### src/emb_map.vh
`ifndef EMB_MAP_VH
`define EMB_MAP_VH
// Register indexes; byte address is four times the index
`define EMB_IDX_CORE_MODE   8'heb
`define EMB_IDX_IRQ_VECTOR  8'hf2
`define EMB_IDX_STATUS      8'hf3
`define EMB_IDX_CFG_ONE     8'hf5
`define EMB_IDX_CFG_TWO     8'hf6
// Reset values
`define EMB_RST_CFG_ONE     8'h80
`define EMB_RST_CFG_TWO     8'h0f
`define EMB_RST_CORE_MODE   8'h00
`define EMB_RST_IRQ_VECTOR  8'h00
// Writable bits, others reserved; bit 7 of cfg one always reads one
`define EMB_WMASK_CFG_ONE   8'h76
`define EMB_WMASK_CFG_TWO   8'h7f
`define EMB_FIX_CFG_ONE     8'h80
// Field positions
`define EMB_BIT_HOLD_EN     1
`define EMB_BIT_WAIT_EN     1
`define EMB_BIT_STYLE       6
`define EMB_BIT_STROBE2     5
`define EMB_BIT_AS_ALT      4
`define EMB_BIT_TOGGLE      2
`define EMB_BIT_DRIVE       1
`define EMB_BIT_SEGFRAME    6
`define EMB_BIT_REMAP       5
`define EMB_BIT_MEMORY_SELECT      4
`define EMB_LAS_HI          3
`define EMB_LAS_LO          2
`define EMB_UAS_HI          1
`define EMB_UAS_LO          0
`define EMB_ADDR_BLOCK_BIT  21
`endif

### src/emb_ctrl.v
// Overview of operation
// - Each memory cycle has an address phase then a data phase.
// - With hold enabled, sample hold request at end of data phase.
// - Hold request low holds off the next cycle and floats every interface pin.
// - Pins are driven again once hold request is seen high.
// - Grant acknowledge goes low while the interface pins are floated.
// - Low port carries multiplexed address low byte and data byte.
// - High port outputs address high byte.
// - With wait enabled, sample wait in address and data phases.
// - Each active wait sample adds one cycle and samples again.
// - Wait in address phase stretches address strobe, in data phase data strobe.
// - Strobe style set: address pin becomes active high latch enable.
// - Strobe style set: data strobe is read enable, held high on writes.
// - Strobe style set: direction pin is write enable, held high on reads.
// - Second strobe serves lower block when enabled, else held high.
// - Address strobe alternate output enabled or disabled by a bit.
// - Toggle bit, with protection off, lets pins and address strobe move on internal accesses, never the data strobes.
// - Segment frame clear: push only counter and flags, handler uses irq segment.
// - Segment frame set: push code segment too, reload it, restore on return.
// - Remap bit swaps page registers with port data registers.
// - Lower block adds 0 to 3 address strobe cycles, reset 3.
// - Upper block adds 0 to 3 address strobe cycles, reset 3.
`include "emb_map.vh"
module emb_ctrl (
    input  wire        clk,                  // 100 MHz clock
    input  wire        rst_n,                // Async reset, active low
    input  wire        psel,                 // APB select
    input  wire        penable,              // APB enable
    input  wire        pwrite,               // APB direction
    input  wire [11:0] paddr,                // APB byte address
    input  wire [31:0] pwdata,               // APB write data
    output reg  [31:0] prdata,               // APB read data
    output reg         pready,               // APB ready
    output reg         pslverr,              // APB error
    input  wire        acc_req,              // Core access request, held
    input  wire        acc_ext,              // Access targets external memory
    input  wire        acc_wr,               // Access is a write
    input  wire [21:0] acc_addr,             // Access address
    input  wire [7:0]  acc_wdata,            // Write byte
    input  wire        protect_off,          // Internal memory protection off
    output reg         acc_done_q,           // Access finished pulse
    output reg  [7:0]  acc_rdata_q,          // Read byte
    input  wire        bus_hold_request_n,   // Hold request pin
    output reg         grant_ack_n_q,        // Grant acknowledge pin
    input  wire        wait_n,               // Wait pin
    output reg         addr_strobe_n_q,      // Address strobe pin level
    output reg         addr_strobe_oe_q,     // Address strobe drive
    output reg         data_strobe_n_q,      // Data strobe pin level
    output reg         data_strobe_oe_q,     // Data strobe drive
    output reg         lower_block_strobe_n_q, // Second strobe level
    output reg         lower_block_strobe_oe_q, // Second strobe drive
    output reg         rw_q,                 // Direction pin level
    output reg         rw_oe_q,              // Direction pin drive
    input  wire [7:0]  low_port_in,          // Low port pin input
    output reg  [7:0]  low_port_out_q,       // Low port address or data
    output reg         low_port_oe_q,        // Low port drive
    output reg  [7:0]  high_port_out_q,      // High port address
    output reg         high_port_oe_q,       // High port drive
    output reg         output_drive_size_q,  // Large output buffers
    output reg         memory_select_q,      // Memory selection bit
    output reg         push_code_seg_q,      // Irq entry pushes code segment
    output reg         handler_uses_irq_seg_q, // Handler runs from irq segment
    output reg         page_reg_remap_q      // Page regs swapped with port data
);
    // One-hot states; stretch states reuse their phase's pin logic
    localparam [6:0] ST_IDLE = 7'h01;
    localparam [6:0] ST_T1   = 7'h02;
    localparam [6:0] ST_T1W  = 7'h04;
    localparam [6:0] ST_T2   = 7'h08;
    localparam [6:0] ST_T2W  = 7'h10;
    localparam [6:0] ST_HOLD = 7'h20;
    localparam [6:0] ST_REL  = 7'h40;

    // Configuration registers and sequencer state
    reg  [7:0] cfg_one_q;
    reg  [7:0] cfg_two_q;
    reg  [7:0] core_mode_q;
    reg  [7:0] irq_vector_q;
    reg  [6:0] state_q;
    reg  [1:0] stretch_q;
    reg        cur_ext_q;
    reg        cur_wr_q;
    reg        cur_upper_q;
    reg  [2:0] hold_sync_q;
    reg  [2:0] wait_sync_q;
    reg        hold_n_f_q;
    reg        wait_n_f_q;
    reg        lp_oe_save_q;
    // Decoded configuration and bus qualifiers
    wire       hold_en  = core_mode_q[`EMB_BIT_HOLD_EN];
    wire       wait_en  = irq_vector_q[`EMB_BIT_WAIT_EN];
    wire       style    = cfg_one_q[`EMB_BIT_STYLE];
    wire       strobe2  = cfg_one_q[`EMB_BIT_STROBE2];
    wire       as_alt   = cfg_one_q[`EMB_BIT_AS_ALT];
    wire       tog      = cfg_one_q[`EMB_BIT_TOGGLE] & protect_off;
    wire       waiting  = wait_en & ~wait_n_f_q;
    wire [7:0] reg_idx  = paddr[9:2];
    wire       setup    = psel & ~penable;
    wire       wr_fire  = psel & penable & pready & pwrite;

    // Read mux and decode; unmapped or misaligned gives an error
    function [8:0] rd_word;
        input [7:0] idx;
        begin
            case (idx)
                `EMB_IDX_CORE_MODE:  rd_word = {1'b1, core_mode_q};
                `EMB_IDX_IRQ_VECTOR: rd_word = {1'b1, irq_vector_q};
                `EMB_IDX_STATUS:     rd_word = {1'b1, 5'h00, (state_q != ST_IDLE), ~grant_ack_n_q, hold_en};
                `EMB_IDX_CFG_ONE:    rd_word = {1'b1, cfg_one_q | `EMB_FIX_CFG_ONE};
                `EMB_IDX_CFG_TWO:    rd_word = {1'b1, cfg_two_q};
                default:             rd_word = 9'h000;
            endcase
        end
    endfunction

    // Decoded read word; an unmapped index reads zero
    wire [8:0] rd_sel   = rd_word(reg_idx);
    wire       bad_addr = ~rd_sel[8] | (paddr[1:0] != 2'b00) | (paddr[11:10] != 2'b00);

    // Address stretch for the addressed block
    // Internal accesses never use it, so the core is not slowed
    function [1:0] stretch_for;
        input upper;
        begin
            if (upper) begin
                stretch_for = cfg_two_q[`EMB_UAS_HI:`EMB_UAS_LO];
            end else begin
                stretch_for = cfg_two_q[`EMB_LAS_HI:`EMB_LAS_LO];
            end
        end
    endfunction

    // Hold pin: a change counts once stages two and three agree
    always @(posedge clk or negedge rst_n) begin
        if (!rst_n) begin
            hold_sync_q <= 3'h7;
            hold_n_f_q  <= 1'b1;
        end else begin
            hold_sync_q <= {hold_sync_q[1:0], bus_hold_request_n};
            // A one-cycle glitch never reaches the sequencer
            if (hold_sync_q[1] == hold_sync_q[2]) begin
                hold_n_f_q <= hold_sync_q[2];
            end
        end
    end

    // Wait pin, same filter; about four cycles pass before a wait counts
    always @(posedge clk or negedge rst_n) begin
        if (!rst_n) begin
            wait_sync_q <= 3'h7;
            wait_n_f_q  <= 1'b1;
        end else begin
            wait_sync_q <= {wait_sync_q[1:0], wait_n};
            if (wait_sync_q[1] == wait_sync_q[2]) begin
                wait_n_f_q <= wait_sync_q[2];
            end
        end
    end

    // APB slave: answer one cycle after setup, writes land on the ready edge
    always @(posedge clk or negedge rst_n) begin
        if (!rst_n) begin
            prdata       <= 32'h00000000;
            pready       <= 1'b0;
            pslverr      <= 1'b0;
            cfg_one_q    <= `EMB_RST_CFG_ONE;
            cfg_two_q    <= `EMB_RST_CFG_TWO;
            core_mode_q  <= `EMB_RST_CORE_MODE;
            irq_vector_q <= `EMB_RST_IRQ_VECTOR;
        end else begin
            // No wait states: ready follows setup by one cycle
            pready <= setup;
            if (setup) begin
                prdata  <= {24'h000000, rd_sel[7:0]};
                // Known at setup, so a refused write never lands
                pslverr <= bad_addr;
            end
            if (wr_fire && !pslverr) begin
                case (reg_idx)
                    `EMB_IDX_CORE_MODE:  core_mode_q  <= pwdata[7:0];
                    `EMB_IDX_IRQ_VECTOR: irq_vector_q <= pwdata[7:0];
                    `EMB_IDX_CFG_ONE:    cfg_one_q    <= pwdata[7:0] & `EMB_WMASK_CFG_ONE;
                    `EMB_IDX_CFG_TWO:    cfg_two_q    <= pwdata[7:0] & `EMB_WMASK_CFG_TWO;
                    default:             cfg_one_q    <= cfg_one_q;
                endcase
            end
        end
    end

    // Configuration bits handed to the core and pads
    // One cycle of lag; software settles them before use
    always @(posedge clk or negedge rst_n) begin
        if (!rst_n) begin
            output_drive_size_q    <= 1'b0;
            memory_select_q        <= 1'b0;
            push_code_seg_q        <= 1'b0;
            handler_uses_irq_seg_q <= 1'b1;
            page_reg_remap_q       <= 1'b0;
        end else begin
            output_drive_size_q    <= cfg_one_q[`EMB_BIT_DRIVE];
            memory_select_q        <= cfg_two_q[`EMB_BIT_MEMORY_SELECT];
            push_code_seg_q        <= cfg_two_q[`EMB_BIT_SEGFRAME];
            handler_uses_irq_seg_q <= ~cfg_two_q[`EMB_BIT_SEGFRAME];
            page_reg_remap_q       <= cfg_two_q[`EMB_BIT_REMAP];
        end
    end

    // Memory cycle sequencer and registered pin drive
    always @(posedge clk or negedge rst_n) begin
        if (!rst_n) begin
            state_q                 <= ST_IDLE;
            stretch_q               <= 2'h0;
            cur_ext_q               <= 1'b0;
            cur_wr_q                <= 1'b0;
            cur_upper_q             <= 1'b0;
            acc_done_q              <= 1'b0;
            acc_rdata_q             <= 8'h00;
            grant_ack_n_q           <= 1'b1;
            addr_strobe_n_q         <= 1'b1;
            addr_strobe_oe_q        <= 1'b0;
            data_strobe_n_q         <= 1'b1;
            data_strobe_oe_q        <= 1'b0;
            lower_block_strobe_n_q  <= 1'b1;
            lower_block_strobe_oe_q <= 1'b0;
            rw_q                    <= 1'b1;
            rw_oe_q                 <= 1'b0;
            low_port_out_q          <= 8'h00;
            low_port_oe_q           <= 1'b0;
            high_port_out_q         <= 8'h00;
            high_port_oe_q          <= 1'b0;
            lp_oe_save_q            <= 1'b0;
        end else begin
            // One-cycle pulse; the core drops its request then
            acc_done_q <= 1'b0;
            if (state_q != ST_HOLD) begin
                // Strobe style changes pin senses, never the drive enables
                addr_strobe_oe_q        <= as_alt;
                data_strobe_oe_q        <= 1'b1;
                lower_block_strobe_oe_q <= 1'b1;
                rw_oe_q                 <= 1'b1;
                high_port_oe_q          <= 1'b1;
            end
            case (state_q)
                ST_IDLE: begin
                    addr_strobe_n_q        <= ~style;
                    data_strobe_n_q        <= 1'b1;
                    lower_block_strobe_n_q <= 1'b1;
                    if (acc_req) begin
                        cur_ext_q   <= acc_ext;
                        cur_wr_q    <= acc_wr;
                        cur_upper_q <= acc_addr[`EMB_ADDR_BLOCK_BIT];
                        stretch_q   <= stretch_for(acc_addr[`EMB_ADDR_BLOCK_BIT]);
                        state_q     <= ST_T1;
                        // With tog set, internal accesses move address pins and address strobe, never data strobes
                        if (acc_ext || tog) begin
                            addr_strobe_n_q <= style;
                            low_port_out_q  <= acc_addr[7:0];
                            low_port_oe_q   <= 1'b1;
                            high_port_out_q <= acc_addr[15:8];
                            rw_q            <= (style && acc_ext) ? 1'b1 : ~acc_wr;
                        end
                    end
                end
                ST_T1, ST_T1W: begin
                    // Programmed stretch first, then the wait pin
                    if (cur_ext_q && stretch_q != 2'h0) begin
                        stretch_q <= stretch_q - 2'h1;
                        state_q   <= ST_T1W;
                    end else if (cur_ext_q && waiting) begin
                        state_q <= ST_T1W;
                    end else begin
                        state_q         <= ST_T2;
                        addr_strobe_n_q <= ~style;
                        if (cur_ext_q) begin
                            if (cur_wr_q) begin
                                low_port_out_q <= acc_wdata;
                                if (style) begin
                                    rw_q <= 1'b0;
                                end
                            end else begin
                                low_port_oe_q <= 1'b0;
                            end
                            // Read enable in style mode, plain strobe otherwise
                            if (strobe2 && !cur_upper_q) begin
                                lower_block_strobe_n_q <= style & cur_wr_q;
                            end else begin
                                data_strobe_n_q <= style & cur_wr_q;
                            end
                        end
                    end
                end
                ST_T2, ST_T2W: begin
                    if (cur_ext_q && waiting) begin
                        state_q <= ST_T2W;
                    end else begin
                        data_strobe_n_q        <= 1'b1;
                        lower_block_strobe_n_q <= 1'b1;
                        acc_done_q             <= 1'b1;
                        if (cur_ext_q && style) begin
                            rw_q <= 1'b1;
                        end
                        // Read data taken on the edge ending the data phase
                        if (!cur_wr_q) begin
                            acc_rdata_q <= low_port_in;
                        end
                        // Kept so a release restores the low port as it was
                        lp_oe_save_q <= low_port_oe_q;
                        // Hold only between cycles, so none is cut short
                        if (hold_en && !hold_n_f_q) begin
                            state_q <= ST_HOLD;
                        end else begin
                            state_q <= ST_IDLE;
                        end
                    end
                end
                ST_HOLD: begin
                    // Everything floats while the other master owns the bus
                    addr_strobe_oe_q        <= 1'b0;
                    data_strobe_oe_q        <= 1'b0;
                    lower_block_strobe_oe_q <= 1'b0;
                    rw_oe_q                 <= 1'b0;
                    low_port_oe_q           <= 1'b0;
                    high_port_oe_q          <= 1'b0;
                    grant_ack_n_q           <= 1'b0;
                    if (hold_n_f_q) begin
                        state_q <= ST_REL;
                    end
                end
                ST_REL: begin
                    // Drive is back this cycle, so grant is withdrawn with it
                    grant_ack_n_q <= 1'b1;
                    low_port_oe_q <= lp_oe_save_q;
                    state_q       <= ST_IDLE;
                end
                default: begin
                    state_q <= ST_IDLE;
                end
            endcase
        end
    end
endmodule

### config.mk
export PLATFORM = sky130hd
export DESIGN_NAME = emb_ctrl
export DESIGN_NICKNAME = d
export VERILOG_FILES = /design/src/emb_ctrl.v
export VERILOG_INCLUDE_DIRS = /design/src
export SDC_FILE = /design/constraint.sdc
export NUM_CORES = 1
export LEC_CHECK = 0
export BUFFER_PORTS_ARGS = -buffer_cell sky130_fd_sc_hd__buf_2
export CORE_ASPECT_RATIO = 0.8
export CORE_MARGIN = 2
export CORE_UTILIZATION = 33
export CTS_BUF_LIST = sky130_fd_sc_hd__clkbuf_16
export DETAILED_ROUTE_END_ITERATION = 10
export MAX_ROUTING_LAYER = met4
export PLACE_DENSITY = 0.6
export REMOVE_ABC_BUFFERS = 1
export SLEW_MARGIN = 20
export SYNTH_ARGS = -nofsm -noshare
export SYNTH_HDL_FRONTEND = slang
export SYNTH_SLANG_ARGS = --single-unit
### constraint.sdc
create_clock -name clk -period 2.1 [get_ports clk]
set_input_delay 0.105 -clock clk [delete_from_list [all_inputs] [get_ports clk]]
set_output_delay 0.105 -clock clk [all_outputs]
set_load 0.01 [all_outputs]
==> impl_table.tex <==
\begin{tabular}{lr}
\hline
Metric & Value \\
\hline
\multicolumn{2}{l}{\textbf{Floorplanning}} \\
Area of the core region & $\sim$14,000 µm² \\
Number of top-level pins & roughly 170 \\
Standard-cell rows & 38 \\
Starting Density & $\sim$34\% \\
Die extent in x & 135.8 µm \\
Y dimension of the die & between 100 and 150 µm \\
Die area & about 15,000 µm² \\
\multicolumn{2}{l}{\textbf{Yosys}} \\
Number of register bits inferred by synthesis & between 90 and 100 \\
Number of distinct library cells after synthesis & 57 \\
Fraction of synthesized cell area in xor and xnor cells & less than 1\% \\
Proportion of synthesized chip area in sequential cells & 53.47\% \\
Syn Std Cell Area & around 4600 µm² \\
Share of synthesized cell area in full adder, half adder and majority cells & less than 1\% \\
Post-synth EDFFs & 0 \\
Post-synthesis instance total & 401 \\
Synth async-reset ratio & between 90\% and 100\% \\
Per-instance average area after synthesis & $\sim$11 µm² \\
Post-synthesis mux area share & roughly 16\% \\
Dominant combinational cell family by area after synthesis & multiplexers \\
Compound-gate portion of the synthesized area & about 11\% \\
Synthesis Warnings & 0 \\
Primary FF master, synth & sky130\_fd\_sc\_hd\_\_dfrtp\_1 \\
Simple-gate share of the synthesized area & 11.68\% \\
\multicolumn{2}{l}{\textbf{Setup path}} \\
Worst path arrival time & between 2 and 2.5 ns \\
Data required time at the worst endpoint & between 2 and 2.5 ns \\
Nature of the critical path endpoint & flop \\
Crit path max fanout & 8 \\
Type of the worst setup path & flop to flop \\
Crit path launch type & flop \\
\multicolumn{2}{l}{\textbf{Detailed routing}} \\
Highest routed metal layer & met4 \\
Wire length per cell after detailed routing & 15.04 µm \\
Routed wire length on met3 & 677 µm \\
Number of remaining DRC errors & 0 \\
Met1 routed wirelength after detailed routing & between 5000 and 6000 µm \\
Wire length after detailed routing & roughly 11,000 µm \\
Total number of vias & 3,494 \\
Post-DRT Antenna Nets & 0 \\
Vias per cell & roughly 4.7 \\
Number of detailed-routing iterations run before antenna repair & 8 \\
Met2 wire len & about 5100 µm \\
Initial DRC Count & between 200 and 250 \\
\multicolumn{2}{l}{\textbf{STA}} \\
Post-layout min period & around 2.1 ns \\
Highest clock rate & between 400 and 500 MHz \\
Maximum clock skew at final layout & between 0.007 and 0.008 ns \\
RSZ-0062 raised after global routing & no \\
Slew Limit Fails & 0 \\
Portion of the clock cycle consumed by the worst path in the final layout & 98.19\% \\
Final sum of negative setup slack & 0 ns \\
Final worst-path setup slack & about 0.038 ns \\
Slew margin rel. & between 50\% and 60\% \\
Slew at the pin closest to its max-slew limit & 0.6954 ns \\
Final number of setup-violating endpoints & 0 \\
Hold Slack & approximately 0.015 ns \\
Total count of hold-check failures in the final report & 0 \\
\multicolumn{2}{l}{\textbf{Clocking}} \\
Clock Sink Count & slightly below 100 \\
CTS H-tree lvls & 3 \\
Clock latency on the worst-skew pair & 0.35 ns \\
CTS tree & built \\
Longest Clk Path Bufs & 2 \\
Clock edge transition at the registers on the reported setup and hold paths & about 0.070 ns \\
Number of buffers created by CTS & 9 \\
Master cell of the clock root buffer & sky130\_fd\_sc\_hd\_\_clkbuf\_16 \\
\multicolumn{2}{l}{\textbf{Job}} \\
Max cap viols & 0 \\
\multicolumn{2}{l}{\textbf{Worst hold path}} \\
Worst min-delay path category & input port to flop \\
\multicolumn{2}{l}{\textbf{Power}} \\
Power density of the placed cells & between 1000 and 1500 nW/µm² \\
Worst voltage drop across the vdd grid & a little under 600 µV \\
Overall power of the completed layout & a little over 6 mW \\
Leakage power of the design & 2.888 nW \\
\multicolumn{2}{l}{\textbf{Placement}} \\
DP Area & between 5000 and 6000 µm² \\
Routability congestion estimate & $\sim$0.89 \\
IO buf count & 114 \\
\# placed instances & around 700 \\
Placed wire-length estimate after detailed placement & between 8000 and 9000 µm \\
Dpl ws & -0.02813 ns \\
\multicolumn{2}{l}{\textbf{GRT}} \\
First-pass GRT wire length & approximately 18,000 µm \\
Number of global-route vias before repair & 3,363 \\
Largest net degree at the start of global routing & 50 \\
Residual overflow from global routing & 0 \\
All-layer global routing usage & between 10\% and 20\% \\
Number of antenna violations at the first check in global routing & 0 \\
\multicolumn{2}{l}{\textbf{Finish}} \\
Final cell count without fillers & approximately 750 \\
Post-route cell area & between 5000 and 6000 µm² \\
Share of final-layout standard cells stronger than drive strength 1 & 38.80\% \\
Layout-stage area growth over the synthesis result & 30.54\% \\
\# diodes & 0 \\
\# nets final & 656 \\
Core occupancy in the finished layout & about 44\% \\
\multicolumn{2}{l}{\textbf{Run status}} \\
Status & finished, final reports clean \\
\hline
\end{tabular}
[per-layer routing]
metal	track usage, %	up-vias
li1	-	1675
met1	20.96	1699
met2	24.42	105
met3	4.518	15
met4	6.250	0
met5	-	-
[registers in the layout, summed over array words and instances, names as in the netlist, 2 cells and up]
signal and count:
core_mode_q 8, acc_rdata_q 8, irq_vector_q 8, high_port_out_q 8, state_q 7, hold_sync_q 3
wait_sync_q 3, cfg_one_q 5, low_port_out_q 8, prdata 8, cfg_two_q 7, stretch_q 2
[worst paths after layout]
kind                           startpoint             end  slack (ns)  depth (start not counted)
hold / removal                  pwdata[4]  core_mode_q[4]        0.01                          2
hold reg to reg            wait_sync_q[0]  wait_sync_q[1]        0.36                          0
min in group asynchronous           rst_n    cfg_two_q[6]        0.32                          2
setup / recovery               state_q[1]  acc_rdata_q[5]        0.04                          5
setup reg to reg               state_q[1]  acc_rdata_q[5]        0.04                          5
max in group asynchronous           rst_n  hold_sync_q[0]        1.07                          3
[cells in the mapped netlist, drive strengths merged, types with 2 or more instances]
library cell  count  area (µm²)
nand2            46       172.7
a22oi             3       22.52
clkbuf            8       30.03
nor3b             4       35.03
nand2b            5       31.28
a21o              2       15.01
nand3             4       20.02
a32oi             2       17.52
or4               3       26.27
or3               2       12.51
o211ai            2       15.01
xnor2             4       35.03
a21oi            20       111.4
o21ai            32       163.9
nand3b            2       15.01
a211oi            4       30.03
o31ai             2       15.01
or3b              2       17.52
dfstp            19       499.2
a31oi             4       25.02
o22ai             2       12.51
and3              3       18.77
nor2b             8       50.05
dfrtp            78        1952
maj3              2       20.02
buf              32       247.7
mux2i            15       150.1
mux2             48       570.6
inv               9       33.78
o22a              3       26.28
nor2             13       48.80
and2              6       40.04
[cell usage in the layout, fill, tap and decap left out, types with 4 or more instances in the layout]
cell type	synthesis	final
sky130_fd_sc_hd__buf_2	2	113
sky130_fd_sc_hd__conb_1	1	24
sky130_fd_sc_hd__buf_4	27	28
sky130_fd_sc_hd__mux2_2	24	24
sky130_fd_sc_hd__a31oi_1	4	4
sky130_fd_sc_hd__xnor2_1	4	4
sky130_fd_sc_hd__a21oi_1	19	19
sky130_fd_sc_hd__o21ai_1	20	20
sky130_fd_sc_hd__dfrtp_1	78	78
sky130_fd_sc_hd__mux2_1	16	16
sky130_fd_sc_hd__mux2i_1	15	15
sky130_fd_sc_hd__clkbuf_16	0	9
sky130_fd_sc_hd__nand3_1	4	4
sky130_fd_sc_hd__nand2_1	46	46
sky130_fd_sc_hd__nor2_1	13	13
sky130_fd_sc_hd__dfstp_2	19	19
sky130_fd_sc_hd__and2_1	4	4
sky130_fd_sc_hd__inv_1	9	9
sky130_fd_sc_hd__mux2_4	8	8
sky130_fd_sc_hd__dlygate4sd3_1	0	24
sky130_fd_sc_hd__nand2b_1	5	5
sky130_fd_sc_hd__nor2b_1	8	8
sky130_fd_sc_hd__o21ai_0	11	11
[layout make-up]
cell class	instances	area (µm²)
Fill cell	1260	7566
Timing Repair Buffer	167	1047
Clock buffer	9	225.2
Clock inverter	7	71.32
Tap cell	180	225.2
Sequential cell	97	2451
Multi-Input combinational cell	278	1931
Inverter	9	33.78
[power breakdown]
part	switching [mW]	internal (mW)	leakage, nW
logic	1.07	0.944	1.53
registers	0.212	2.27	1.22
clock network	0.719	0.920	0.137
[worst max-delay path, cell delays in order, from the launching register on]
cell and delay [ns]:
sky130_fd_sc_hd__dfrtp_1 0.38, sky130_fd_sc_hd__or3_1 0.40, sky130_fd_sc_hd__or4_4 0.45, sky130_fd_sc_hd__a21oi_4 0.15
sky130_fd_sc_hd__and2_4 0.25, sky130_fd_sc_hd__mux2_4 0.32
[cells by family (layout without fill, tap and decap cells)]
logic type,after synthesis,in the layout
and+or+nand+nor,104,104
other,1,24
adders and majority gates,3,3
AOI/OAI and AO/OA,80,80
muxes,63,63
buffers and inverters,49,192
DFF,97,97
xor gates and xnor gates,4,4
[repair_timing]
item                                    4_1_cts  5_1_grt
gates resized for setup                       1        3
setup buffers                                 1        3
endpoints found under the setup margin       11       27
hold buffers                                 24        0
endpoints found under the hold margin        61        0
pin swaps                                     1        1
Power figures use the tool's default switching activity.
